[config.mk]
export PLATFORM = sky130hd
export DESIGN_NAME = sync_fifo_chan
export DESIGN_NICKNAME = d
export VERILOG_FILES = /design/src/fifo_pkg.sv /design/src/fifo_ctl_if.sv /design/src/thresh_regs.sv /design/src/flag_gen.sv /design/src/sync_fifo_chan.sv
export SDC_FILE = /design/constraint.sdc
export NUM_CORES = 2
export LEC_CHECK = 0
export BUFFER_PORTS_ARGS = -buffer_cell sky130_fd_sc_hd__buf_2
export CAP_MARGIN = 25
export CORE_UTILIZATION = 60
export DETAILED_ROUTE_END_ITERATION = 12
export PLACE_DENSITY_LB_ADDON = 0.2
export SLEW_MARGIN = 0
export SYNTH_ARGS = -nofsm -noshare
export SYNTH_HDL_FRONTEND = slang
export SYNTH_SLANG_ARGS = --single-unit
[constraint.sdc]
create_clock -name REF_CLK_I -period 13.4 [get_ports REF_CLK_I]
set_input_delay 4.02 -clock REF_CLK_I [delete_from_list [all_inputs] [get_ports REF_CLK_I]]
set_output_delay 4.02 -clock REF_CLK_I [all_outputs]
set_load 0.005 [all_outputs]
[src/fifo_pkg.sv]
package fifo_pkg;

  // ----------------------------------------------------------------
  // geometry defaults
  // ----------------------------------------------------------------
  localparam int DEPTH_DEF  = 256;
  localparam int WIDTH_DEF  = 9;
  localparam int DEPTH_MIN  = 256;
  localparam int DEPTH_MAX  = 8192;
  localparam int BYTE_W     = 8;

  // ----------------------------------------------------------------
  // values after reset
  // ----------------------------------------------------------------
  localparam logic [7:0] OFFSET_RST_LOW  = 8'h07;
  localparam logic [7:0] OFFSET_RST_HIGH = 8'h00;
  localparam logic       EMPTY_N_RST     = 1'b0;
  localparam logic       ALMOST_EMPTY_RST = 1'b0;
  localparam logic       FULL_N_RST      = 1'b1;
  localparam logic       ALMOST_FULL_RST = 1'b1;
  localparam logic       DRIVE_OFF_RST   = 1'b1;
  localparam logic       LOAD_MODE_RST   = 1'b0;

  // ----------------------------------------------------------------
  // offset register sequence, gray coded along the wrap
  // ----------------------------------------------------------------
  typedef enum logic [1:0] {
    SEL_EMPTY_LOW  = 2'b00,
    SEL_EMPTY_HIGH = 2'b01,
    SEL_FULL_LOW   = 2'b11,
    SEL_FULL_HIGH  = 2'b10
  } thr_sel_t;

endpackage

[src/fifo_ctl_if.sv]
interface fifo_ctl_if #(
  parameter int AW = 8
);
  logic          clear;
  logic          wr_stb;
  logic          rd_stb;
  logic          ld_wr;
  logic          ld_rd;
  logic [7:0]    wr_byte;
  logic [7:0]    rd_byte;
  logic [AW-1:0] empty_thr;
  logic [AW-1:0] full_thr;
  logic [AW:0]   next_count;
  logic          empty_n;
  logic          full_n;
  logic          almost_empty_n;
  logic          almost_full_n;

  modport core  (output clear, wr_stb, rd_stb, ld_wr, ld_rd, wr_byte, next_count,
                 input  rd_byte, empty_n, full_n, almost_empty_n, almost_full_n);
  modport regs  (input  clear, ld_wr, ld_rd, wr_byte,
                 output rd_byte, empty_thr, full_thr);
  modport flags (input  clear, wr_stb, rd_stb, next_count, empty_thr, full_thr,
                 output empty_n, full_n, almost_empty_n, almost_full_n);
endinterface

[src/thresh_regs.sv]
module thresh_regs
  import fifo_pkg::*;
#(
  parameter int AW = 8
) (
  // clock and reset
  input  wire logic clk_i,
  input  wire logic rst_i,
  // control bundle
  fifo_ctl_if.regs  bus
);

  logic [7:0] empty_threshold_low;
  logic [7:0] empty_threshold_high;
  logic [7:0] full_threshold_low;
  logic [7:0] full_threshold_high;
  thr_sel_t   wr_sel;
  thr_sel_t   rd_sel;
  logic [15:0] empty_word;
  logic [15:0] full_word;

  function automatic thr_sel_t step(input thr_sel_t s);
    case (s)
      SEL_EMPTY_LOW:  step = SEL_EMPTY_HIGH;
      SEL_EMPTY_HIGH: step = SEL_FULL_LOW;
      SEL_FULL_LOW:   step = SEL_FULL_HIGH;
      default:        step = SEL_EMPTY_LOW;
    endcase
  endfunction

  // ----------------------------------------------------------------
  // offset write sequence
  // ----------------------------------------------------------------
  always_ff @(posedge clk_i) begin
    if (rst_i || bus.clear) begin
      empty_threshold_low  <= OFFSET_RST_LOW;
      empty_threshold_high <= OFFSET_RST_HIGH;
      full_threshold_low   <= OFFSET_RST_LOW;
      full_threshold_high  <= OFFSET_RST_HIGH;
      wr_sel               <= SEL_EMPTY_LOW;
    end else if (bus.ld_wr) begin
      case (wr_sel)
        SEL_EMPTY_LOW:  empty_threshold_low  <= bus.wr_byte;
        SEL_EMPTY_HIGH: empty_threshold_high <= bus.wr_byte;
        SEL_FULL_LOW:   full_threshold_low   <= bus.wr_byte;
        default:        full_threshold_high  <= bus.wr_byte;
      endcase
      // position advances on each load write, wrapping from full high to empty low
      wr_sel <= step(wr_sel);
    end
  end

  // ----------------------------------------------------------------
  // offset read sequence
  // ----------------------------------------------------------------
  always_ff @(posedge clk_i) begin
    if (rst_i || bus.clear) begin
      rd_sel <= SEL_EMPTY_LOW;
    end else if (bus.ld_rd) begin
      rd_sel <= step(rd_sel);
    end
  end

  always_comb begin
    case (rd_sel)
      SEL_EMPTY_LOW:  bus.rd_byte = empty_threshold_low;
      SEL_EMPTY_HIGH: bus.rd_byte = empty_threshold_high;
      SEL_FULL_LOW:   bus.rd_byte = full_threshold_low;
      default:        bus.rd_byte = full_threshold_high;
    endcase
  end

  // upper offset bits beyond the array depth are stored but ignored
  assign empty_word    = {empty_threshold_high, empty_threshold_low};
  assign full_word     = {full_threshold_high, full_threshold_low};
  assign bus.empty_thr = empty_word[AW-1:0];
  assign bus.full_thr  = full_word[AW-1:0];

  seq_wrap_a: assert property (@(posedge clk_i) disable iff (rst_i)
    bus.ld_wr && !bus.clear && wr_sel == SEL_FULL_HIGH |=> wr_sel == SEL_EMPTY_LOW)
    else $error("offset write sequence did not wrap");

  seq_hold_a: assert property (@(posedge clk_i) disable iff (rst_i)
    !bus.ld_wr && !bus.clear |=> $stable(wr_sel))
    else $error("offset write position moved without a load write");

endmodule

[src/flag_gen.sv]
module flag_gen
  import fifo_pkg::*;
#(
  parameter int AW    = 8,
  parameter int DEPTH = DEPTH_DEF
) (
  // clock and reset
  input  wire logic clk_i,
  input  wire logic rst_i,
  // control bundle
  fifo_ctl_if.flags bus
);

  localparam logic [AW:0] DEPTH_CNT = (AW+1)'(DEPTH);

  logic [AW:0] free_cnt;

  assign free_cnt = DEPTH_CNT - bus.next_count;

  // ----------------------------------------------------------------
  // read side flags: change only on read edges
  // ----------------------------------------------------------------
  // a write just before or in the same cycle as a read edge shows up at that read edge
  always_ff @(posedge clk_i) begin
    if (rst_i || bus.clear) begin
      bus.empty_n        <= EMPTY_N_RST;
      bus.almost_empty_n <= ALMOST_EMPTY_RST;
    end else if (bus.rd_stb) begin
      bus.empty_n        <= (bus.next_count != '0);
      bus.almost_empty_n <= (bus.next_count > {1'b0, bus.empty_thr});
    end
  end

  // ----------------------------------------------------------------
  // write side flags: change only on write edges
  // ----------------------------------------------------------------
  always_ff @(posedge clk_i) begin
    if (rst_i || bus.clear) begin
      bus.full_n        <= FULL_N_RST;
      bus.almost_full_n <= ALMOST_FULL_RST;
    end else if (bus.wr_stb) begin
      bus.full_n        <= (bus.next_count != DEPTH_CNT);
      bus.almost_full_n <= (free_cnt > {1'b0, bus.full_thr});
    end
  end

  empty_edge_a: assert property (@(posedge clk_i) disable iff (rst_i)
    !bus.rd_stb && !bus.clear |=> $stable(bus.empty_n) && $stable(bus.almost_empty_n))
    else $error("read side flag moved without a read edge");

  full_edge_a: assert property (@(posedge clk_i) disable iff (rst_i)
    !bus.wr_stb && !bus.clear |=> $stable(bus.full_n) && $stable(bus.almost_full_n))
    else $error("write side flag moved without a write edge");

  almost_empty_a: assert property (@(posedge clk_i) disable iff (rst_i)
    bus.rd_stb && !bus.clear && bus.next_count <= {1'b0, bus.empty_thr}
    |=> !bus.almost_empty_n)
    else $error("almost empty not low at or below threshold");

  almost_full_a: assert property (@(posedge clk_i) disable iff (rst_i)
    bus.wr_stb && !bus.clear && free_cnt > {1'b0, bus.full_thr} |=> bus.almost_full_n)
    else $error("almost full low with room above threshold");

endmodule

[src/sync_fifo_chan.sv]
module sync_fifo_chan
  import fifo_pkg::*;
#(
  parameter int DEPTH = DEPTH_DEF,
  parameter int WIDTH = WIDTH_DEF
) (
  // system
  input  wire logic             REF_CLK_I,
  input  wire logic             RST_I,
  input  wire logic             CLEAR_N_I,
  // write port
  input  wire logic             WR_CLK_I,
  input  wire logic             WR_EN_PRIMARY_N_I,
  input  wire logic             WR_EN_SECOND_OR_LOAD_I,
  input  wire logic [WIDTH-1:0] WR_DATA_I,
  // read port
  input  wire logic             RD_CLK_I,
  input  wire logic             RD_EN_PRIMARY_N_I,
  input  wire logic             RD_EN_SECOND_N_I,
  input  wire logic             OUT_DRIVE_EN_N_I,
  output logic      [WIDTH-1:0] RD_DATA_O,
  output logic                  RD_DATA_OE_N_O,
  // flags
  output logic                  EMPTY_FLAG_N_O,
  output logic                  FULL_FLAG_N_O,
  output logic                  ALMOST_EMPTY_N_O,
  output logic                  ALMOST_FULL_N_O
);

  localparam int AW = $clog2(DEPTH);

  // ----------------------------------------------------------------
  // storage and pointers
  // ----------------------------------------------------------------
  logic [WIDTH-1:0] mem [DEPTH];
  logic [AW:0]      wr_ptr;
  logic [AW:0]      rd_ptr;
  logic [AW:0]      next_wr_ptr;
  logic [AW:0]      next_rd_ptr;
  logic [WIDTH-1:0] rd_word;
  logic             drive_off;

  // ----------------------------------------------------------------
  // strobes and mode
  // ----------------------------------------------------------------
  logic wr_clk_q;
  logic rd_clk_q;
  logic load_mode;
  logic ld_active;
  logic wr_req;
  logic rd_req;
  logic fifo_wr;
  logic fifo_rd;

  fifo_ctl_if #(.AW(AW)) bus ();

  thresh_regs #(.AW(AW)) u_regs (
    .clk_i (REF_CLK_I),
    .rst_i (RST_I),
    .bus   (bus)
  );

  flag_gen #(.AW(AW), .DEPTH(DEPTH)) u_flags (
    .clk_i (REF_CLK_I),
    .rst_i (RST_I),
    .bus   (bus)
  );

  // ----------------------------------------------------------------
  // clock pin edge detection
  // ----------------------------------------------------------------
  // pins are synchronous to the reference clock, so edges run free
  // through clear as well; nothing here waits for clocks to stop
  always_ff @(posedge REF_CLK_I) begin
    if (RST_I) begin
      wr_clk_q <= 1'b0;
      rd_clk_q <= 1'b0;
    end else begin
      wr_clk_q <= WR_CLK_I;
      rd_clk_q <= RD_CLK_I;
    end
  end

  assign bus.clear  = !CLEAR_N_I;
  assign bus.wr_stb = WR_CLK_I && !wr_clk_q;
  assign bus.rd_stb = RD_CLK_I && !rd_clk_q;

  // ----------------------------------------------------------------
  // mode strap
  // ----------------------------------------------------------------
  // follows the pin for as long as clear is low; frozen after release
  always_ff @(posedge REF_CLK_I) begin
    if (RST_I) begin
      load_mode <= LOAD_MODE_RST;
    end else if (!CLEAR_N_I) begin
      load_mode <= !WR_EN_SECOND_OR_LOAD_I;
    end
  end

  // ----------------------------------------------------------------
  // request decode
  // ----------------------------------------------------------------
  // requests during clear are dropped rather than trusted
  assign ld_active = load_mode && !WR_EN_SECOND_OR_LOAD_I;
  assign wr_req    = bus.wr_stb && !WR_EN_PRIMARY_N_I && CLEAR_N_I;
  assign rd_req    = bus.rd_stb && !RD_EN_PRIMARY_N_I && !RD_EN_SECOND_N_I && CLEAR_N_I;

  // in both modes the pin must be high for a queue write: second
  // enable in one mode, load released in the other
  assign fifo_wr   = wr_req && WR_EN_SECOND_OR_LOAD_I && bus.full_n;
  assign bus.ld_wr = wr_req && ld_active;
  assign bus.ld_rd = rd_req && ld_active;
  assign fifo_rd   = rd_req && !ld_active && bus.empty_n;

  assign bus.wr_byte = WR_DATA_I[BYTE_W-1:0];

  // ----------------------------------------------------------------
  // pointers
  // ----------------------------------------------------------------
  assign next_wr_ptr    = wr_ptr + (AW+1)'(fifo_wr);
  assign next_rd_ptr    = rd_ptr + (AW+1)'(fifo_rd);
  assign bus.next_count = next_wr_ptr - next_rd_ptr;

  always_ff @(posedge REF_CLK_I) begin
    if (RST_I || !CLEAR_N_I) begin
      wr_ptr <= '0;
    end else begin
      wr_ptr <= next_wr_ptr;
    end
  end

  always_ff @(posedge REF_CLK_I) begin
    if (RST_I || !CLEAR_N_I) begin
      rd_ptr <= '0;
    end else begin
      rd_ptr <= next_rd_ptr;
    end
  end

  // ----------------------------------------------------------------
  // array
  // ----------------------------------------------------------------
  // no reset on the array: contents are only visible once written
  always_ff @(posedge REF_CLK_I) begin
    if (fifo_wr) begin
      mem[wr_ptr[AW-1:0]] <= WR_DATA_I;
    end
  end

  // ----------------------------------------------------------------
  // output register
  // ----------------------------------------------------------------
  always_ff @(posedge REF_CLK_I) begin
    if (RST_I || !CLEAR_N_I) begin
      rd_word <= '0;
    end else if (bus.ld_rd) begin
      rd_word <= WIDTH'(bus.rd_byte);
    end else if (fifo_rd) begin
      rd_word <= mem[rd_ptr[AW-1:0]];
    end
  end

  // pin release costs one reference cycle of latency
  always_ff @(posedge REF_CLK_I) begin
    if (RST_I) begin
      drive_off <= DRIVE_OFF_RST;
    end else begin
      drive_off <= OUT_DRIVE_EN_N_I;
    end
  end

  assign RD_DATA_O        = rd_word;
  assign RD_DATA_OE_N_O   = drive_off;
  assign EMPTY_FLAG_N_O   = bus.empty_n;
  assign FULL_FLAG_N_O    = bus.full_n;
  assign ALMOST_EMPTY_N_O = bus.almost_empty_n;
  assign ALMOST_FULL_N_O  = bus.almost_full_n;

  // ----------------------------------------------------------------
  // checks
  // ----------------------------------------------------------------
  full_block_a: assert property (@(posedge REF_CLK_I) disable iff (RST_I)
    CLEAR_N_I && !FULL_FLAG_N_O && bus.wr_stb |=> wr_ptr == $past(wr_ptr))
    else $error("write accepted while full");

  empty_hold_a: assert property (@(posedge REF_CLK_I) disable iff (RST_I)
    CLEAR_N_I && !EMPTY_FLAG_N_O && !bus.ld_rd |=> $stable(RD_DATA_O))
    else $error("output word changed while empty");

  read_step_a: assert property (@(posedge REF_CLK_I) disable iff (RST_I)
    CLEAR_N_I && EMPTY_FLAG_N_O && rd_req && !ld_active
    |=> rd_ptr == $past(rd_ptr) + 1'b1)
    else $error("valid read did not advance the read pointer");

  clear_state_a: assert property (@(posedge REF_CLK_I) disable iff (RST_I)
    !CLEAR_N_I |=> !EMPTY_FLAG_N_O && !ALMOST_EMPTY_N_O && FULL_FLAG_N_O
                   && ALMOST_FULL_N_O && RD_DATA_O == '0)
    else $error("clear did not reach the empty condition");

  strap_take_a: assert property (@(posedge REF_CLK_I) disable iff (RST_I)
    !CLEAR_N_I |=> load_mode == !$past(WR_EN_SECOND_OR_LOAD_I))
    else $error("mode strap not captured during clear");

  load_write_a: assert property (@(posedge REF_CLK_I) disable iff (RST_I)
    bus.ld_wr |=> wr_ptr == $past(wr_ptr))
    else $error("offset load also wrote the queue");

  drive_follow_a: assert property (@(posedge REF_CLK_I) disable iff (RST_I)
    OUT_DRIVE_EN_N_I ##1 OUT_DRIVE_EN_N_I |-> RD_DATA_OE_N_O)
    else $error("data pins driven while drive enable high");

  drive_on_a: assert property (@(posedge REF_CLK_I) disable iff (RST_I)
    !OUT_DRIVE_EN_N_I |=> !RD_DATA_OE_N_O)
    else $error("data pins released while drive enable low");

  write_step_a: assert property (@(posedge REF_CLK_I) disable iff (RST_I)
    fifo_wr |=> wr_ptr == $past(wr_ptr) + 1'b1)
    else $error("accepted write did not advance the write pointer");

  pin_block_a: assert property (@(posedge REF_CLK_I) disable iff (RST_I)
    CLEAR_N_I && !load_mode && bus.wr_stb && !WR_EN_SECOND_OR_LOAD_I
    |=> wr_ptr == $past(wr_ptr))
    else $error("write taken with second enable low");

  load_gate_a: assert property (@(posedge REF_CLK_I) disable iff (RST_I)
    load_mode && wr_req && WR_EN_SECOND_OR_LOAD_I && FULL_FLAG_N_O
    |=> wr_ptr == $past(wr_ptr) + 1'b1)
    else $error("load mode write not stored");

  idle_write_a: assert property (@(posedge REF_CLK_I) disable iff (RST_I)
    CLEAR_N_I && WR_EN_PRIMARY_N_I |=> wr_ptr == $past(wr_ptr))
    else $error("write pointer moved with primary enable high");

  idle_read_a: assert property (@(posedge REF_CLK_I) disable iff (RST_I)
    CLEAR_N_I && RD_EN_PRIMARY_N_I |=> rd_ptr == $past(rd_ptr))
    else $error("read pointer moved with read enable high");

  empty_block_a: assert property (@(posedge REF_CLK_I) disable iff (RST_I)
    CLEAR_N_I && !EMPTY_FLAG_N_O |=> rd_ptr == $past(rd_ptr))
    else $error("read accepted while empty");

  clear_ptrs_a: assert property (@(posedge REF_CLK_I) disable iff (RST_I)
    !CLEAR_N_I |=> wr_ptr == '0 && rd_ptr == '0)
    else $error("clear left a pointer away from zero");

  clear_drop_a: assert property (@(posedge REF_CLK_I) disable iff (RST_I)
    !CLEAR_N_I |-> !fifo_wr && !fifo_rd && !bus.ld_wr && !bus.ld_rd)
    else $error("request taken during clear");

  edge_free_a: assert property (@(posedge REF_CLK_I) disable iff (RST_I)
    !CLEAR_N_I |=> wr_clk_q == $past(WR_CLK_I) && rd_clk_q == $past(RD_CLK_I))
    else $error("clock pin history lost during clear");

  strap_hold_a: assert property (@(posedge REF_CLK_I) disable iff (RST_I)
    CLEAR_N_I |=> $stable(load_mode))
    else $error("mode strap moved outside clear");

  offset_read_a: assert property (@(posedge REF_CLK_I) disable iff (RST_I)
    bus.ld_rd |=> RD_DATA_O == WIDTH'($past(bus.rd_byte)))
    else $error("offset read did not reach the output register");

  empty_release_a: assert property (@(posedge REF_CLK_I) disable iff (RST_I)
    CLEAR_N_I && bus.rd_stb && bus.next_count != '0 |=> EMPTY_FLAG_N_O)
    else $error("empty flag held with words stored");

  empty_set_a: assert property (@(posedge REF_CLK_I) disable iff (RST_I)
    CLEAR_N_I && bus.rd_stb && bus.next_count == '0 |=> !EMPTY_FLAG_N_O)
    else $error("empty flag released with nothing stored");

  full_release_a: assert property (@(posedge REF_CLK_I) disable iff (RST_I)
    CLEAR_N_I && bus.wr_stb && !bus.next_count[AW] |=> FULL_FLAG_N_O)
    else $error("full flag held with room left");

  full_set_a: assert property (@(posedge REF_CLK_I) disable iff (RST_I)
    CLEAR_N_I && bus.wr_stb && bus.next_count[AW] |=> !FULL_FLAG_N_O)
    else $error("full flag not set at full depth");

  count_bound_a: assert property (@(posedge REF_CLK_I) disable iff (RST_I)
    (bus.next_count <= (AW+1)'(DEPTH)))
    else $error("stored word count above depth");

endmodule

Yosys cells after proc, flatten, opt, wreduce, memory -nomap -nowiden

Memory sizes are Yosys's and may differ from the RTL's. A register that Yosys moved wholly into a read port is not among the register bits.
Cells that the tools add are included.

Flip-flop bits (word level): 71
RAM bits: 2304
Input bits: 19
Word-level logic and storage cells: 72
Memories kept: 1

Add/subtract/negate cells: 4
$lt $le $gt $ge: 2
Equality and inequality tests: 5
Mux-type cells: 8
Bitwise operators: 1
Reductions and logical operators: 33

Memories:

| memory | words | bits a word | rd ports | clocked after Yosys merged registers in | wr ports | RTL line             | RTL |
|---|---|---|---|---|---|---|---|
| mem    | 256   | 9           | 1        | 1                                       | 1        | sync_fifo_chan.sv:35 | `logic [WIDTH-1:0] mem [DEPTH];` |

Operator list:

| operator                                       | number |
|---|---|
| two-way mux 8 bit                              | 3 |
| case mux 8 bit (3 select lines)                | 1 |
| adder 9 x 1 -> 9 bit                           | 2 |
| greater-than comparator 9 x 8 -> 1 bit         | 2 |
| logical AND 1 bit                              | 14 |
| case mux 2 bit (3 select lines)                | 2 |
| != test 9 bit (second input constant)          | 1 |
| nonzero test 9 bit                             | 1 |
| subtractor 9 bit                               | 1 |
| subtractor 9 bit (first input constant)        | 1 |
| logical NOT 1 bit                              | 8 |
| AND reduction 2 bit                            | 4 |
| == test 2 x 1 -> 1 bit (second input constant) | 2 |
| == test 2 bit (second input constant)          | 2 |
| logical NOT 2 bit                              | 2 |
| OR reduction 3 bit                             | 1 |
| two-way mux 1 bit                              | 2 |
| nonzero test 2 bit                             | 1 |
| OR reduction 2 bit                             | 1 |
| logical OR 1 bit                               | 1 |
| inverter 1 bit                                 | 1 |

Depth between registers and ports, before layout

Depth after elaboration: 11
Depth in mapped cells: 21

Hierarchy

A second synthesis with hierarchy kept.

Cells, all modules: 4433
Area total of the unflattened synthesis: 93403.3 µm²

Modules (own cells, without submodules):

| module         | times used | cells an instance | area each (µm²) | sequential area each (µm²) |
|---|---|---|---|---|
| sync_fifo_chan | 1          | 4195              | 90976.0         | 69807.0 |
| thresh_regs    | 1          | 151               | 1751.7          | 720.7 |
| flag_gen       | 1          | 87                | 675.6           | 80.1 |

Worst setup path after synthesis

OpenSTA, ideal clock, no wires.

Path kind: input port to flip-flop
From: input port WR_CLK_I
To: register u_flags.bus.almost_full_n
Setup time: 0.117 ns
Data arrival time: 7.732 ns
Path slack: 5.551 ns
Cell stages on the path: 19
Path through: nand2b_1 > nor3b_1 > nand3_1 > inv_1 > ha_1 > ha_1 > xor2_1 > ha_1 > a21o_1 > maj3_1 > xnor2_1 > inv_1 > or3_1 > nor3_1 > xnor2_1 > ha_1 > a21oi_1 > a21oi_1 > o22a_1

Cells in the longest elaborated chain, start to end: 9

Ends and longest elaborated chain:

| what                                   | RTL line              | RTL |
|---|---|---|
| start, declared                        | sync_fifo_chan.sv:12  | `input wire logic WR_CLK_I,` |
| logical AND 1 bit                      | sync_fifo_chan.sv:85  | `assign bus.wr_stb = WR_CLK_I && !wr_clk_q;` |
| logical AND 1 bit (2 in a row)         | sync_fifo_chan.sv:105 | `assign wr_req = bus.wr_stb && !WR_EN_PRIMARY_N_I && CLEAR_N_I;` |
| logical AND 1 bit (2 in a row)         | sync_fifo_chan.sv:110 | `assign fifo_wr = wr_req && WR_EN_SECOND_OR_LOAD_I && bus.full_n;` |
| adder 9 x 1 -> 9 bit                   | sync_fifo_chan.sv:120 | `assign next_wr_ptr = wr_ptr + (AW+1)'(fifo_wr);` |
| named net next_wr_ptr[2]               | sync_fifo_chan.sv:38  | `logic [AW:0] next_wr_ptr;` |
| subtractor 9 bit                       | sync_fifo_chan.sv:122 | `assign bus.next_count = next_wr_ptr - next_rd_ptr;` |
| subtractor 9 bit                       | flag_gen.sv:18        | `assign free_cnt = DEPTH_CNT - bus.next_count;` |
| greater-than comparator 9 x 8 -> 1 bit | flag_gen.sv:43        | `bus.almost_full_n <= (free_cnt > {1'b0, bus.full_thr});` |
| end signal, assigned                   | flag_gen.sv:43        |  |
| end, declared                          | fifo_ctl_if.sv:24     | `output empty_n, full_n, almost_empty_n, almost_full_n);` |

The timed path passes the listed nets, and every way through them passes these cells.
A chain may end at the register's enable or synchronous reset.

Worst setup path after layout

From: input port RD_CLK_I
To: register u_flags.bus.almost_full_n

Cells in the longest elaborated chain, start to end: 10

Ends and longest elaborated chain:

| what                                   | RTL line              | RTL |
|---|---|---|
| start, declared                        | sync_fifo_chan.sv:17  | `input wire logic RD_CLK_I,` |
| logical AND 1 bit                      | sync_fifo_chan.sv:86  | `assign bus.rd_stb = RD_CLK_I && !rd_clk_q;` |
| logical AND 1 bit (3 in a row)         | sync_fifo_chan.sv:106 | `assign rd_req = bus.rd_stb && !RD_EN_PRIMARY_N_I && !RD_EN_SECOND_N_I && CLEAR_N_I;` |
| logical AND 1 bit (2 in a row)         | sync_fifo_chan.sv:113 | `assign fifo_rd = rd_req && !ld_active && bus.empty_n;` |
| named net fifo_rd                      | sync_fifo_chan.sv:53  | `logic fifo_rd;` |
| adder 9 x 1 -> 9 bit                   | sync_fifo_chan.sv:121 | `assign next_rd_ptr = rd_ptr + (AW+1)'(fifo_rd);` |
| subtractor 9 bit                       | sync_fifo_chan.sv:122 |  |
| subtractor 9 bit                       | flag_gen.sv:18        |  |
| greater-than comparator 9 x 8 -> 1 bit | flag_gen.sv:43        |  |

The timed path passes the listed nets, and every way through them passes these cells.

==> run_results.csv <==
group,metric,value,unit
die,io_pins,33,
global_route,track_usage,0.298,
cells_and_area,drive_gt1_frac,0.191,
worst_setup_path,crit_family,"simple AND/OR/NAND/NOR gates",
pwr,p_total,14.3,mW
cells_and_area,nNetsFinal,4790,
synth,ys_warn_count,0,
pwr,p_leak,30.6,nW
clocking,cts_hold_buffers,0,
die,start_util,0.606,
drt,wl,232000,um
clocking,cts_setup_buffers,0,
clocking,cts_resized,0,
pwr,p_int,11.5,mW
placement,io_buffers,32,
synth,synth_area,93500,um2
die,core-area,154000,um2
timing,drv_slew,0,
drt,wire_per_inst,33.3,um
worst_setup_path,critPathSlowestCell,"a2111oi_0",
global_route,gr-total-overflow,0,
pwr,p_per_area,140,nW/um2
cells_and_area,final_cells,6973,
timing,setup-tns-final,0,ps
timing,fin_crit,7990,ps
worst_setup_path,startpoint_type,"input port",
placement,place.gp.congestion,0.876,
global_route,grt_max_degree,157,
timing,setup_viol,0,
placement,dpl.hpwl,136000,um
worst_setup_path,cpMostUsedCell,"ha_1",
global_route,grt_pass1_vias,45700,
worst_setup_path,worst_setup_path_end_kind,"register",
timing,tightest_slew,1150,ps
cells_and_area,area_growth,9.51,%
die,rows,144,
drt,dr.pass1.iters,10,
drt,first_iter_violations,6272,
synth,syn-num-nets,4711,
global_route,antenna_found_initial,2,
die,dieArea,157000,um2
pwr,pwr-share-comb,0.011,
timing,rsz0062_at_grt,"no",
clocking,htreeDepth,4,
hold_path,min-delay-path-class,"reg -> reg",
synth,async_reset_ff_frac,0,
worst_setup_path,required,14170,ps
cells_and_area,nFillCells,9827,
synth,postSynthAreaPerCell,20.1,um2
clocking,clock_sinks,2375,
timing,fin_skew,43.3,ps
clocking,numCtsBuffers,224,
synth,ys_seq_area_frac,0.755,
synth,synth-edff-count,2304,
die,die_w,397,um
die,dieHeight,397,um
pwr,vdd_drop_max,0.000158,V
clocking,clkTransAtPathRegs,60,ps
timing,max_freq,125,MHz
worst_setup_path,path_cells,"buf_2, nor2b_1, nand3_1, inv_1, ha_1, nand3_1, or3_1, xor2_1, ha_1, nor2_1, a2111oi_0, nor2_1, nor4_1, ha_1, or3_1, o22a_1",
outcome,status,"finished with violations",
clocking,cts_tree,"done",
worst_setup_path,crit_arrival,8760,ps
timing,period_share,0.596,
flow_run,drv_cap,0,
timing,hold_viol,0,
worst_setup_path,crit_fanout,8,
pwr,clkPwrFrac,0.420,
worst_setup_path,crit_type,"in -> reg",
synth,synthCells,4661,
drt,via_count,47200,
synth,synthFlopType,"edfxtp_1",
placement,dp_cells,6551,
pwr,switching_share,0.199,
drt,drc,18,
outcome,violations,"DRC",
pwr,switching_power,2.85,mW
worst_setup_path,critPathMaxStageDelay,530,ps
drt,avgViaCountPerCell,6.77,
synth,synth-seq-cells,2375,
pwr,seqPwrFrac,0.568,
clocking,insertion_delay,880,ps
drt,drtAntennaViolNets,0,
global_route,grt_pass1_wl,332000,um
worst_setup_path,cp.buffers_inverters,2,
clocking,cts_max_path_buffers,3,
synth,ys_types,69,
timing,slew_headroom,0.230,
clocking,cts_root_buf,"clkbuf_16",
power by group through the flow:
stage	logic [mW]	registers [mW]	clock network, mW
2_1_floorplan	0.0193	8.30	0
3_3_place_gp	0.154	8.30	0
3_5_place_dp	0.161	8.30	0
4_1_cts	0.161	8.14	6.06
5_1_grt	0.173	8.14	6.34
6_report	0.163	8.14	6.02
cell families (layout without fill, tap and decap cells):
logic type	after synthesis	in the layout	share of synthesized area
flops	2375	2375	0.755
simple gates	629	629	0.0286
other cells	0	5	0
fa+ha+maj	32	32	0.00434
buf+inv	306	569	0.0201
xor+xnor	28	28	0.00270
compound gates	471	471	0.0351
mux	820	820	0.154
per-stage QoR:
step	util	setup WS (ps)	hold WS (ps)	cell area (um2)
floorplan	-	5550	433	93500
CTS	0.662	5520	460	102000
detailed placement	0.617	4620	454	95300
global route	0.663	5110	479	102000
global placement	0.617	4730	444	95300
finish	0.663	5410	464	102000
tightest hold or removal path, cell delays in order (launching register included):
cell	delay, ps
dfxtp_1	310
nand2_1	50
a21oi_1	50
cell usage after synthesis, drive strengths merged, types with 15 or more instances:
cell type	instances	area [um2]
a211oi	15	113
a21oi	120	601
and2	18	113
buf	159	1320
clkbuf	117	447
dfxtp	71	1420
edfxtp	2304	69200
ha	30	375
inv	29	109
mux2i	328	3280
mux4	492	11100
nand2	110	413
nand3	32	160
nor2	363	1360
nor2b	16	100
nor3	42	215
o21ai	32	160
o221ai	135	1180
o22ai	83	519
xnor2	20	183
final cells by class:
type,count,area [um2],share of cell area
Sequential cell,2375,70600,0.690
Multi-Input combinational cell,1980,21100,0.206
Clock buffer,281,5900,0.0577
Tap cell,2044,2560,0.0250
Timing Repair Buffer,129,1090,0.0107
Clock inverter,129,1010,0.00985
Inverter,30,121,0.00119
Antenna cell,5,12.5,0.000122
path summary, 6_finish.rpt:
path	start	end	slack, ps	cells past startpoint
hold reg to reg	u_regs.empty_threshold_high[7]$_SDFFE_PP0P_	u_regs.empty_threshold_high[7]$_SDFFE_PP0P_	460	2
setup / recovery	RD_CLK_I	u_flags.bus.almost_full_n$_SDFFE_PP1N_	5410	16
hold / removal	u_regs.empty_threshold_high[7]$_SDFFE_PP0P_	u_regs.empty_threshold_high[7]$_SDFFE_PP0P_	460	2
setup reg to reg	rd_ptr[0]$_SDFF_PP0_	RD_DATA_O[0]$_SDFFE_PP0P_	7610	9
cells in the final DEF, fill, tap and decap left out, types with 11 or more instances in the layout:
master     netlist  layout
edfxtp_1      2304    2304
mux4_2         483     483
nor2_1         363     363
mux2i_1        328     328
clkbuf_16        0     227
o221ai_1       135     135
a21oi_1        120     120
nand2_1        110      97
buf_4           20      84
o22ai_1         83      83
dfxtp_1         71      65
clkinv_1         1      65
clkbuf_1       115      51
nor3_1          41      40
clkinv_2         0      33
nand3_1         32      32
o21ai_0         31      31
ha_1            30      30
inv_1           27      27
buf_2           47      25
xnor2_1         19      19
and2_1          17      17
nor2b_1         16      16
a211oi_1        15      15
nand2_2          0      12
clkbuf_8         0      12
or3_1           11      11
a22oi_1         11      11
flip-flops by register name (all words and copies together) (netlist names):
register and cells:
u_flags.bus.full_n 1, wr_clk_q 1, u_regs.full_threshold_high 8, load_mode 1, RD_DATA_O 9, u_regs.empty_threshold_high 8, RD_DATA_OE_N_O 1, u_flags.bus.empty_n 1
u_regs.bus.empty_thr 8, rd_clk_q 1, u_regs.rd_sel 2, u_flags.bus.almost_empty_n 1, rd_ptr 9, u_regs.wr_sel 2, mem 2304, u_regs.bus.full_thr 8
u_flags.bus.almost_full_n 1, wr_ptr 9
routing by layer:
metal,vias up,part of all wire,global-route usage
met5,-,0.000086,0
met4,2,0.035,0.104
met3,367,0.11,0.0697
met2,2768,0.46,0.448
met1,24600,0.39,0.435
li1,19500,-,-
Note: power is estimated with default switching activity, not from simulation.
